File: config.mk
export PLATFORM = sky130hd
export DESIGN_NAME = irq_controller
export DESIGN_NICKNAME = d
export VERILOG_FILES = /design/src/verilog/irq_pkg.sv /design/src/verilog/tick_if.sv /design/src/verilog/tick_divider.sv /design/src/verilog/irq_controller.sv
export VERILOG_INCLUDE_DIRS = /design/src /design/src/verilog
export SDC_FILE = /design/constraint.sdc
export NUM_CORES = 1
export LEC_CHECK = 0
export BUFFER_PORTS_ARGS = -buffer_cell sky130_fd_sc_hd__buf_2
export CORE_MARGIN = 4
export CORE_UTILIZATION = 54
export DETAILED_ROUTE_END_ITERATION = 7
export GPL_TIMING_DRIVEN = 0
export PLACE_DENSITY = 0.84
export SYNTH_ARGS = -nofsm -noshare
export SYNTH_HDL_FRONTEND = slang
export SYNTH_HIERARCHICAL = 1
export SYNTH_SLANG_ARGS = --single-unit
File: constraint.sdc
create_clock -name CLK_SYS -period 2.3 [get_ports CLK_SYS]
set_input_delay 0.46 -clock CLK_SYS [delete_from_list [all_inputs] [get_ports CLK_SYS]]
set_output_delay 0.46 -clock CLK_SYS [all_outputs]
set_load 0.01 [all_outputs]
File: src/verilog/irq_map.svh
`ifndef IRQ_MAP_SVH
`define IRQ_MAP_SVH

// Register byte offsets
`define OFS_IRQ_ENABLE   12'h000
`define OFS_IRQ_FLAG     12'h004
`define OFS_SRC_FLAG     12'h008
`define OFS_SRC_ENABLE   12'h00c
`define OFS_TICK_CTRL    12'h010
`define OFS_IRQ_STATUS   12'h014

// Direct and group source indices (flag and enable bit positions)
`define SRC_CMP          0
`define SRC_CONV         1
`define SRC_TICK0        2
`define SRC_TICK1        3
`define SRC_GRP0         4
`define SRC_GRP1         5
`define SRC_GRP2         6
`define NUM_SRC          7
`define BIT_GLOBAL_EN    7

// Contained source positions in the source flag/enable registers
`define BIT_LOW_SUPPLY   6
`define BIT_NV_DONE      7
`define NUM_TIMERS       3

// Tick control fields
`define TICK_ON_BIT      7
`define TICK_CLKSEL_BIT  6
`define TICK1_SEL_HI     5
`define TICK1_SEL_LO     4
`define TICK_XTAL_BIT    3
`define TICK0_SEL_HI     2
`define TICK0_SEL_LO     0
`define TICK_CTRL_RESET  8'h37

// System clock divider for the tick source and the shortest and longest periods
`define SYS_TICK_DIV     4
`define TICK0_MIN_LOG2   8
`define TICK1_MIN_LOG2   12
`define TICK_MAX_LOG2    15

`endif

File: src/verilog/irq_pkg.sv
package irq_pkg;

  typedef enum logic [3:0] {
    VEC_NONE  = 4'b0000,
    VEC_CMP   = 4'b0001,
    VEC_CONV  = 4'b0010,
    VEC_TICK0 = 4'b0011,
    VEC_TICK1 = 4'b0100,
    VEC_GRP0  = 4'b0101,
    VEC_GRP1  = 4'b0110,
    VEC_GRP2  = 4'b0111
  } vector_t;

  typedef enum logic [0:0] {
    BUS_IDLE = 1'b0,
    BUS_DATA = 1'b1
  } bus_state_t;

  typedef logic [2:0] tick0_sel_t;
  typedef logic [1:0] tick1_sel_t;

endpackage

File: src/verilog/tick_if.sv
`timescale 1ns/1ns

interface tick_if;
  import irq_pkg::*;

  logic       tick_timers_on;
  logic       tick_clock_select;
  tick0_sel_t tick0_period_select;
  tick1_sel_t tick1_period_select;
  logic       tick0_overflow;
  logic       tick1_overflow;

  modport ctrl
  (
    output tick_timers_on,
    output tick_clock_select,
    output tick0_period_select,
    output tick1_period_select,
    input  tick0_overflow,
    input  tick1_overflow
  );

  modport timer
  (
    input  tick_timers_on,
    input  tick_clock_select,
    input  tick0_period_select,
    input  tick1_period_select,
    output tick0_overflow,
    output tick1_overflow
  );
endinterface

File: src/verilog/tick_divider.sv
`timescale 1ns/1ns
`include "irq_map.svh"

module tick_divider
  import irq_pkg::*;
#(
  parameter int CNT_W = `TICK_MAX_LOG2
)
(
  input  wire logic clk,
  input  wire logic rst_n,
  input  wire logic dedicated_tick_clock,
  tick_if.timer     tb
);

  // One counter serves every period, so its width must match the longest
  if (CNT_W != `TICK_MAX_LOG2)
  begin
    $error("tick_divider: CNT_W must equal the longest period");
  end

  logic [2:0]       tick_sync;
  logic             tick_stable;
  logic [1:0]       sys_div;
  logic             sys_quarter;
  logic             tick_en;
  logic [CNT_W-1:0] cnt;

  // True when the low `bits` counter bits are all ones
  function automatic logic all_ones(input logic [CNT_W-1:0] c,
                                    input int bits);
    logic r;
    r = 1'b1;
    for (int i = 0; i < CNT_W; i++)
      if (i < bits && !c[i])
        r = 1'b0;
    return r;
  endfunction

  always_ff @(posedge clk or negedge rst_n)
  begin
    if (!rst_n)
      tick_sync <= 3'b000;
    else
      tick_sync <= {tick_sync[1:0], dedicated_tick_clock};
  end

  // A pin level counts once the second and third stage agree
  always_ff @(posedge clk or negedge rst_n)
  begin
    if (!rst_n)
      tick_stable <= 1'b0;
    else if (tick_sync[1] == tick_sync[2])
      tick_stable <= tick_sync[2];
  end

  always_ff @(posedge clk or negedge rst_n)
  begin
    if (!rst_n)
      sys_div <= 2'b00;
    else
      sys_div <= sys_div + 2'b01;
  end

  assign sys_quarter = (sys_div == 2'(`SYS_TICK_DIV - 1));

  always_comb
  begin
    if (tb.tick_clock_select)
      tick_en = sys_quarter;
    else
      tick_en = (tick_sync[1] == tick_sync[2]) && tick_sync[2]
                && !tick_stable;
  end

  // Both timers share one counter, so both stop when disabled
  always_ff @(posedge clk or negedge rst_n)
  begin
    if (!rst_n)
      cnt <= '0;
    else if (!tb.tick_timers_on)
      cnt <= '0;
    else if (tick_en)
      cnt <= cnt + 1'b1;
  end

  always_ff @(posedge clk or negedge rst_n)
  begin
    if (!rst_n)
    begin
      tb.tick0_overflow <= 1'b0;
      tb.tick1_overflow <= 1'b0;
    end
    else
    begin
      tb.tick0_overflow <= tb.tick_timers_on && tick_en
        && all_ones(cnt, `TICK0_MIN_LOG2
                    + int'(tb.tick0_period_select));
      tb.tick1_overflow <= tb.tick_timers_on && tick_en
        && all_ones(cnt, `TICK1_MIN_LOG2
                    + int'(tb.tick1_period_select));
    end
  end

endmodule

File: src/verilog/irq_controller.sv
// Function
// - Comparator flag sets whenever the comparator output changes state.
// - Comparator vectors only with global and own enable, stack not full.
// - Servicing comparator clears its flag and the global enable.
// - Three group interrupts fed by timer, supply and memory flags.
// - Group flag sets when any individually enabled contained source occurs.
// - Group vectors when enabled, stack not full, contained source occurs.
// - Group service clears group flag and global only; sources stay.
// - Converter-done flag sets when a conversion finishes.
// - Converter vectors with enables and stack room; service clears flags.
// - Each tick flag sets when its divider overflows.
// - Tick vectors with enables and stack room; service clears flags.
// - Tick control bit 7 enables or disables both tick timers.
// - Tick control bit 6 picks tick clock or system clock over four.
// - Bits 5..4 pick second tick period 4096 to 32768 cycles.
// - Bits 2..0 pick first tick period 256 to 32768 cycles.
// - Tick control bit 3 selects slow crystal low-power start-up.
// - Memory write-done flag sets when a write cycle ends.
// - Write-done needs global, own, group enables; software clears it.
// - Low-supply flag sets when the supply monitor sees low voltage.
// - Low-supply needs global, own, group enables; software clears it.
// - Each timer has period and compare-A flags and enables.
// - Timer interrupts need all three enables; software clears flags.
// - Any flag rising from low to high wakes, enabled or not.
// - Return-from-interrupt sets the global enable again; plain return not.
`timescale 1ns/1ns
`include "irq_map.svh"

module irq_controller
  import irq_pkg::*;
(
  input  wire logic        CLK_SYS,
  input  wire logic        RST_N,
  input  wire logic        HSEL,
  input  wire logic [31:0] HADDR,
  input  wire logic [1:0]  HTRANS,
  input  wire logic        HWRITE,
  input  wire logic [2:0]  HSIZE,
  input  wire logic [31:0] HWDATA,
  input  wire logic        HREADY,
  output logic      [31:0] HRDATA,
  output logic             HREADYOUT,
  output logic             HRESP,
  input  wire logic        COMPARATOR_OUT,
  input  wire logic        CONV_DONE,
  input  wire logic        NV_WRITE_DONE,
  input  wire logic        LOW_SUPPLY_DETECT,
  input  wire logic [2:0]  TIMER_PERIOD_MATCH,
  input  wire logic [2:0]  TIMER_COMPARE_A,
  input  wire logic        DEDICATED_TICK_CLOCK,
  input  wire logic        STACK_FULL,
  input  wire logic        RETURN_FROM_INTERRUPT,
  output logic             IRQ_CALL,
  output vector_t          IRQ_VECTOR,
  output logic             WAKE,
  output logic             SLOW_XTAL_LOW_POWER
);

  localparam int NS = `NUM_SRC;

  tick_if tick_bus ();

  bus_state_t  bus_state;
  logic [11:0] bus_addr;
  logic        bus_write;
  logic        bus_take;
  logic        wr_strobe;

  logic          global_irq_enable;
  logic [NS-1:0] src_enable;
  logic [NS-1:0] src_flag;
  logic [7:0]    con_flag;
  logic [7:0]    con_enable;
  logic [7:0]    tick_timer_control;
  vector_t       last_vector;

  logic [2:0]    cmp_sync;
  logic          cmp_stable;
  logic          cmp_change;
  logic [7:0]    con_set;
  logic [NS-1:0] set_event;
  logic [NS-1:0] pending;
  logic [NS-1:0] grant;
  logic          service;
  logic [14:0]   all_flags;
  logic [14:0]   prev_flags;
  logic [31:0]   rd_value;

  // Fixed priority: comparator, group 0, converter, group 1, tick 0,
  // tick 1, group 2. Only one bit survives so the rest stay pending.
  function automatic logic [NS-1:0] pick(input logic [NS-1:0] req);
    logic [NS-1:0] g;
    g = '0;
    if (req[`SRC_CMP])
      g[`SRC_CMP] = 1'b1;
    else if (req[`SRC_GRP0])
      g[`SRC_GRP0] = 1'b1;
    else if (req[`SRC_CONV])
      g[`SRC_CONV] = 1'b1;
    else if (req[`SRC_GRP1])
      g[`SRC_GRP1] = 1'b1;
    else if (req[`SRC_TICK0])
      g[`SRC_TICK0] = 1'b1;
    else if (req[`SRC_TICK1])
      g[`SRC_TICK1] = 1'b1;
    else if (req[`SRC_GRP2])
      g[`SRC_GRP2] = 1'b1;
    return g;
  endfunction

  function automatic vector_t encode(input logic [NS-1:0] g);
    vector_t v;
    v = VEC_NONE;
    if (g[`SRC_CMP])
      v = VEC_CMP;
    else if (g[`SRC_CONV])
      v = VEC_CONV;
    else if (g[`SRC_TICK0])
      v = VEC_TICK0;
    else if (g[`SRC_TICK1])
      v = VEC_TICK1;
    else if (g[`SRC_GRP0])
      v = VEC_GRP0;
    else if (g[`SRC_GRP1])
      v = VEC_GRP1;
    else if (g[`SRC_GRP2])
      v = VEC_GRP2;
    return v;
  endfunction

  // Software writes to a flag register, hardware sets win over clears
  function automatic logic [7:0] flag_next(input logic [7:0] cur,
                                           input logic       wr,
                                           input logic [7:0] wdata,
                                           input logic [7:0] clr,
                                           input logic [7:0] set);
    logic [7:0] n;
    n = wr ? wdata : cur;
    n = (n & ~clr) | set;
    return n;
  endfunction

  tick_divider #(
    .CNT_W (`TICK_MAX_LOG2)
  ) u_tick (
    .clk                  (CLK_SYS),
    .rst_n                (RST_N),
    .dedicated_tick_clock (DEDICATED_TICK_CLOCK),
    .tb                   (tick_bus.timer)
  );

  assign tick_bus.tick_timers_on      = tick_timer_control[`TICK_ON_BIT];
  assign tick_bus.tick_clock_select   = tick_timer_control[`TICK_CLKSEL_BIT];
  assign tick_bus.tick0_period_select =
    tick_timer_control[`TICK0_SEL_HI:`TICK0_SEL_LO];
  assign tick_bus.tick1_period_select =
    tick_timer_control[`TICK1_SEL_HI:`TICK1_SEL_LO];

  // Bus slave: one wait state so read data can come from a flop
  assign bus_take  = HSEL && HTRANS[1] && HREADY;
  assign wr_strobe = (bus_state == BUS_DATA) && bus_write;

  always_ff @(posedge CLK_SYS or negedge RST_N)
  begin
    if (!RST_N)
    begin
      bus_state <= BUS_IDLE;
      bus_addr  <= 12'h000;
      bus_write <= 1'b0;
      HREADYOUT <= 1'b1;
    end
    else
    begin
      case (bus_state)
        BUS_IDLE:
        begin
          if (bus_take)
          begin
            bus_state <= BUS_DATA;
            bus_addr  <= HADDR[11:0];
            bus_write <= HWRITE;
            HREADYOUT <= 1'b0;
          end
        end
        BUS_DATA:
        begin
          bus_state <= BUS_IDLE;
          HREADYOUT <= 1'b1;
        end
        default:
        begin
          bus_state <= BUS_IDLE;
          HREADYOUT <= 1'b1;
        end
      endcase
    end
  end

  always_ff @(posedge CLK_SYS or negedge RST_N)
  begin
    if (!RST_N)
      HRESP <= 1'b0;
    else
      HRESP <= 1'b0;
  end

  always_comb
  begin
    if (bus_addr == `OFS_IRQ_ENABLE)
      rd_value = {24'h000000, global_irq_enable, src_enable};
    else if (bus_addr == `OFS_IRQ_FLAG)
      rd_value = {24'h000000, 1'b0, src_flag};
    else if (bus_addr == `OFS_SRC_FLAG)
      rd_value = {24'h000000, con_flag};
    else if (bus_addr == `OFS_SRC_ENABLE)
      rd_value = {24'h000000, con_enable};
    else if (bus_addr == `OFS_TICK_CTRL)
      rd_value = {24'h000000, tick_timer_control};
    else if (bus_addr == `OFS_IRQ_STATUS)
      rd_value = {26'h0000000, global_irq_enable, STACK_FULL, last_vector};
    else
      rd_value = 32'h00000000;
  end

  always_ff @(posedge CLK_SYS or negedge RST_N)
  begin
    if (!RST_N)
      HRDATA <= 32'h00000000;
    else if (bus_state == BUS_DATA && !bus_write)
      HRDATA <= rd_value;
  end

  always_ff @(posedge CLK_SYS or negedge RST_N)
  begin
    if (!RST_N)
      tick_timer_control <= `TICK_CTRL_RESET;
    else if (wr_strobe && bus_addr == `OFS_TICK_CTRL)
      tick_timer_control <= HWDATA[7:0];
  end

  always_ff @(posedge CLK_SYS or negedge RST_N)
  begin
    if (!RST_N)
      SLOW_XTAL_LOW_POWER <= 1'b0;
    else
      SLOW_XTAL_LOW_POWER <= tick_timer_control[`TICK_XTAL_BIT];
  end

  always_ff @(posedge CLK_SYS or negedge RST_N)
  begin
    if (!RST_N)
      con_enable <= 8'h00;
    else if (wr_strobe && bus_addr == `OFS_SRC_ENABLE)
      con_enable <= HWDATA[7:0];
  end

  always_ff @(posedge CLK_SYS or negedge RST_N)
  begin
    if (!RST_N)
      src_enable <= '0;
    else if (wr_strobe && bus_addr == `OFS_IRQ_ENABLE)
      src_enable <= HWDATA[NS-1:0];
  end

  // Comparator output is asynchronous to this clock
  always_ff @(posedge CLK_SYS or negedge RST_N)
  begin
    if (!RST_N)
      cmp_sync <= 3'b000;
    else
      cmp_sync <= {cmp_sync[1:0], COMPARATOR_OUT};
  end

  assign cmp_change = (cmp_sync[1] == cmp_sync[2])
                      && (cmp_sync[2] != cmp_stable);

  always_ff @(posedge CLK_SYS or negedge RST_N)
  begin
    if (!RST_N)
      cmp_stable <= 1'b0;
    else if (cmp_change)
      cmp_stable <= cmp_sync[2];
  end

  // Contained sources: bits 2n/2n+1 timer n period/compare-A
  always_comb
  begin
    for (int n = 0; n < `NUM_TIMERS; n++)
    begin
      con_set[2*n]   = TIMER_PERIOD_MATCH[n];
      con_set[2*n+1] = TIMER_COMPARE_A[n];
    end
    con_set[`BIT_LOW_SUPPLY] = LOW_SUPPLY_DETECT;
    con_set[`BIT_NV_DONE]    = NV_WRITE_DONE;
  end

  // Source flags are never cleared by servicing; software clears them
  always_ff @(posedge CLK_SYS or negedge RST_N)
  begin
    if (!RST_N)
      con_flag <= 8'h00;
    else
      con_flag <= flag_next(con_flag,
                            wr_strobe && bus_addr == `OFS_SRC_FLAG,
                            HWDATA[7:0], 8'h00, con_set);
  end

  always_comb
  begin
    set_event              = '0;
    set_event[`SRC_CMP]    = cmp_change;
    set_event[`SRC_CONV]   = CONV_DONE;
    set_event[`SRC_TICK0]  = tick_bus.tick0_overflow;
    set_event[`SRC_TICK1]  = tick_bus.tick1_overflow;
    // A contained source must also be individually enabled
    set_event[`SRC_GRP0]   = |(con_set[1:0] & con_enable[1:0]);
    set_event[`SRC_GRP1]   = |(con_set[5:2] & con_enable[5:2]);
    set_event[`SRC_GRP2]   = |(con_set[7:6] & con_enable[7:6]);
  end

  // Stack full holds every request back until the core pops it
  assign pending = src_flag & src_enable;
  assign service = global_irq_enable && !STACK_FULL
                   && (|pending);
  assign grant   = service ? pick(pending) : '0;

  always_ff @(posedge CLK_SYS or negedge RST_N)
  begin
    if (!RST_N)
      src_flag <= '0;
    else
      src_flag <= NS'(flag_next({1'b0, src_flag},
                                wr_strobe && bus_addr == `OFS_IRQ_FLAG,
                                HWDATA[7:0], {1'b0, grant},
                                {1'b0, set_event}));
  end

  // A service in the same cycle as a return leaves the enable cleared
  always_ff @(posedge CLK_SYS or negedge RST_N)
  begin
    if (!RST_N)
      global_irq_enable <= 1'b0;
    else if (service)
      global_irq_enable <= 1'b0;
    else if (RETURN_FROM_INTERRUPT)
      global_irq_enable <= 1'b1;
    else if (wr_strobe && bus_addr == `OFS_IRQ_ENABLE)
      global_irq_enable <= HWDATA[`BIT_GLOBAL_EN];
  end

  always_ff @(posedge CLK_SYS or negedge RST_N)
  begin
    if (!RST_N)
    begin
      IRQ_CALL    <= 1'b0;
      IRQ_VECTOR  <= VEC_NONE;
      last_vector <= VEC_NONE;
    end
    else
    begin
      IRQ_CALL   <= service;
      IRQ_VECTOR <= encode(grant);
      if (service)
        last_vector <= encode(grant);
    end
  end

  // Wake ignores every enable
  assign all_flags = {con_flag, src_flag};

  always_ff @(posedge CLK_SYS or negedge RST_N)
  begin
    if (!RST_N)
    begin
      prev_flags <= '0;
      WAKE       <= 1'b0;
    end
    else
    begin
      prev_flags <= all_flags;
      WAKE       <= |(all_flags & ~prev_flags);
    end
  end

endmodule

==> summary by stage <==
STA
In the finished design, the share of the clock period the worst path needs comes to 87.5%. The slew at the pin with the worst max-slew slack is 0.634 ns. The max-slew violation count was 0.

In this run the tightest slew margin relative to its limit is 57.4%. Static timing analysis puts the maximum clock frequency at 0.497 GHz. The clock skew after layout is 0.00900 ns. Setup repair after global routing left no endpoint under its margin. The smallest clock period supported by the final layout is computed as 2.01 ns. Setup violations remaining at the end of the flow were counted as 0. The count of endpoints failing hold in the final timing report is 0.

Layout
In the final layout, the multi-input gates occupy 2280 µm². The library cell used most frequently in the layout, excluding fill and tap cells, is sky130_fd_sc_hd__dfrtp_1. The number of antenna diodes in the final layout is 0. The register area is 2840 µm². At the end of the flow, the number of nets in the layout was 702. Cells fill 67.0% of the core in the end. The number of fill cells is 744. Compared with the post-synthesis result, the final layout area differs by 21.4%. The library cells used most frequently in the layout, excluding fill and tap cells, are sky130_fd_sc_hd__dfrtp_1, sky130_fd_sc_hd__nand2_1, sky130_fd_sc_hd__buf_2, sky130_fd_sc_hd__nor2_1, sky130_fd_sc_hd__buf_4.

The cell area after layout is 6520 µm². The fraction of layout cells with a size suffix above 1 is 25.2%.

Routing
The detailed router placed 4177 vias in this run. In the routed layout, each cell is associated on average with a via count of 5.53. The count of TritonRoute iterations in the first routing pass is 5.

In this run the remaining antenna-violating nets after routing total 0. In the final routed layout, each cell accounts on average for 17.0 µm. The post-route DRC violation count is 0. The total wire length is 12800 µm. The first routing iteration left 258 violations.

Setup path
The sort of element at the start of the critical path is a flop. The critical path starts at bus_addr[9]. The endpoint identified for the worst register-to-register timing path is HRDATA[3].

The type of the setup path with the least slack is reg2reg. The highest fanout seen on the critical path is 7. STA puts the critical path data arrival time at 2.43 ns. The beginning of the worst register-to-register path is bus_addr[9]. In this run the register-to-register setup slack is 0.29 ns.

STA puts the critical path data required time at 2.72 ns. Measured in cells, the most critical reg-to-reg path has a length of 5. STA classifies the critical path endpoint as a flop.

Min path
The worst hold path terminates at cmp_sync[0]. The tightest min-delay check is of the in2reg type. In this run the most critical hold path is launched from COMPARATOR_OUT. The cell depth of the worst min-delay path is 1.

Synth
The mean instance size in the synthesized netlist is 10.5 µm². Counting flops and latches in the post-synthesis netlist gives 113. The cell count after synthesis came out at 512. The post-synthesis async set-or-reset flop share is 100%. After synthesis, flip-flops and latches occupy 52.8% of the total area. Yosys mapped a number of flops with a built-in enable equal to 0. Among all flip-flop cells after synthesis, the most frequent one is sky130_fd_sc_hd__dfrtp_1.

For this run, the number of Yosys warnings is 6. The post-synthesis cell area is 5370 µm². The distinct cell type count after synthesis is 61.

Clocking
The sink count of the clock tree is 113. The insertion delay to the later sink of the worst-skew pair is 0.51 ns. The clock-pin slew on the worst setup and hold paths is 0.06 ns.

TritonCTS built the clock tree. Buffers inserted during clock tree synthesis total 17. CTS built an H-tree with a depth of 4. The cell sitting at the root of the clock tree is a sky130_fd_sc_hd__clkbuf_8. No sink is reached through more buffers than the 2 on the longest clock path.

Die
The horizontal die dimension is 108 µm. The top-level port count is 128. The core footprint is 9730 µm².

In this run the core area contains 36 standard-cell rows. From bottom edge to top edge, the die measures 108 µm. The area enclosed by the die boundary is 11600 µm². Once the floorplan was initialized, standard cells occupied 55.2% of the core.

Power
The cell leakage power is 3.09 nW. Dividing total power by cell area gives a power density of 848 nW/µm². The final total power is 0.00553 W.

IR analysis of the VDD net gives a maximum drop of 0.581 mV.

Run
The tool flagged a number of max-cap violations equal to 0.

GRT
The remaining global-route overflow is 0. The first global-routing pass estimated 21000 µm of wire. The global-route usage over all layers is 23.7%. The via count of the first global-routing pass is 4113. The pin count of the biggest net entering global routing is 72. The number of antenna violations at the first check in global routing is 0.

Placement
The HPWL reported at the end of detailed placement is 9450 µm. At the end of routability-driven placement, the weighted congestion stood at 0.944. In this run the tool buffered the top-level ports with 53 buffer cells. The total placed instance area is 5920 µm².

Outcome
The run finished with clean final reports.
[report_power, final]
part	leakage (nW)	internal [W]	total (W)	switching [W]
clock	0.285	0.00164	0.00251	0.000874
sequential	1.32	0.00215	0.00229	0.000136
combinational	1.49	0.000288	0.000732	0.000444
total	3.09	0.00408	0.00553	0.00145
[cells in the mapped netlist, drive strengths merged (7+ instances only)]
| cell type | number | area [µm²] |
|---|---|---|
| mux2i | 19 | 190 |
| nand2 | 62 | 238 |
| o22ai | 9 | 56.3 |
| nand3 | 11 | 60.1 |
| a22oi | 10 | 75.1 |
| buf | 31 | 219 |
| clkbuf | 9 | 33.8 |
| inv | 26 | 97.6 |
| nand2b | 19 | 119 |
| a21oi | 20 | 100 |
| xnor2 | 7 | 61.3 |
| nor3 | 8 | 40.0 |
| mux2 | 24 | 270 |
| o21ai | 22 | 110 |
| nor2 | 38 | 143 |
| dfrtp | 107 | 2680 |
[critical path, stage by stage (launching register included)]
cell and delay [ns]:
sky130_fd_sc_hd__dfrtp_1 0.40, sky130_fd_sc_hd__nor4_4 0.43, sky130_fd_sc_hd__nand2_1 0.23, sky130_fd_sc_hd__nor2_1 0.46
sky130_fd_sc_hd__o311ai_0 0.22, sky130_fd_sc_hd__o21ai_0 0.19
[layer usage]
metal	GRT usage, %	up-vias	part of all wire (%)
met5	0	-	0
met4	10.5	0	3.4
met3	5.70	37	6.7
met2	37.6	171	48
met1	30.9	2002	42
li1	-	1967	-
[how the worst max path moves through the flow]
stage | end | cells after the start | slack (ns)
floorplan | u_tick/cnt[14] | 5 | 0.55
global placement | u_tick/cnt[7] | 1 | -0.42
detailed placement | src_flag[1] | 5 | 0.18
CTS | src_flag[0] | 5 | 0.14
global route | HRDATA[6] | 5 | 0.07
finish | HRDATA[3] | 5 | 0.29
[metrics by stage]
step / cells / hold slack [ns] / TNS, ns / setup WS [ns]
4_1_cts: 756 / 0.0427 / 0 / 0.136
3_5_place_dp: 724 / 0.336 / 0 / 0.176
3_3_place_gp: 723 / 0.333 / -44.80 / -0.424
2_1_floorplan: 537 / 0.164 / 0 / 0.553
6_report: 756 / 0.0577 / 0 / 0.287
5_1_grt: 756 / 0.0400 / 0 / 0.0733
[layout make-up]
type | count | area share [%]
Buffer | 40 | 3.88
Clock buffer | 21 | 7.20
Clock inverter | 10 | 1.67
Inverter | 26 | 1.50
Multi-Input combinational cell | 358 | 35.0
Sequential cell | 113 | 43.5
Tap cell | 133 | 2.55
Timing Repair Buffer | 55 | 4.68
[timing repair]
action | in CTS | in global routing
endpoints found under the hold margin | 41 | 0
gates resized for setup | 0 | 1
endpoints found under the setup margin | 0 | 2
buffers inserted | 0 | 0
hold buffers | 1 | 0
[state kept, by name (all words and copies together) (netlist names), 2 cells and up]
| name | cells |
|---|---|
| bus_addr | 12 |
| cmp_sync | 3 |
| last_vector | 3 |
| src_flag | 7 |
| prev_flags | 15 |
| IRQ_VECTOR | 3 |
| u_tick/cnt | 15 |
| con_enable | 8 |
| u_tick/tick_sync | 3 |
| HRDATA | 8 |
| u_tick/sys_div | 2 |
| src_enable | 7 |
| con_flag | 8 |
| tick_timer_control | 8 |
[cells by family (layout without fill, tap and decap cells)]
family | Yosys count | count (layout) | synth area share (%)
AND/OR/NAND/NOR | 170 | 170 | 16.3
adder cells (fa/ha/maj) | 5 | 5 | 1.12
flip-flops | 113 | 113 | 52.8
other | 1 | 26 | 0.0698
buffers and inverters | 66 | 152 | 6.53
AO/OA/AOI/OAI | 105 | 105 | 13.1
XOR/XNOR | 9 | 9 | 1.47
multiplexers | 43 | 43 | 8.58
(Power assumes the default switching activity.)
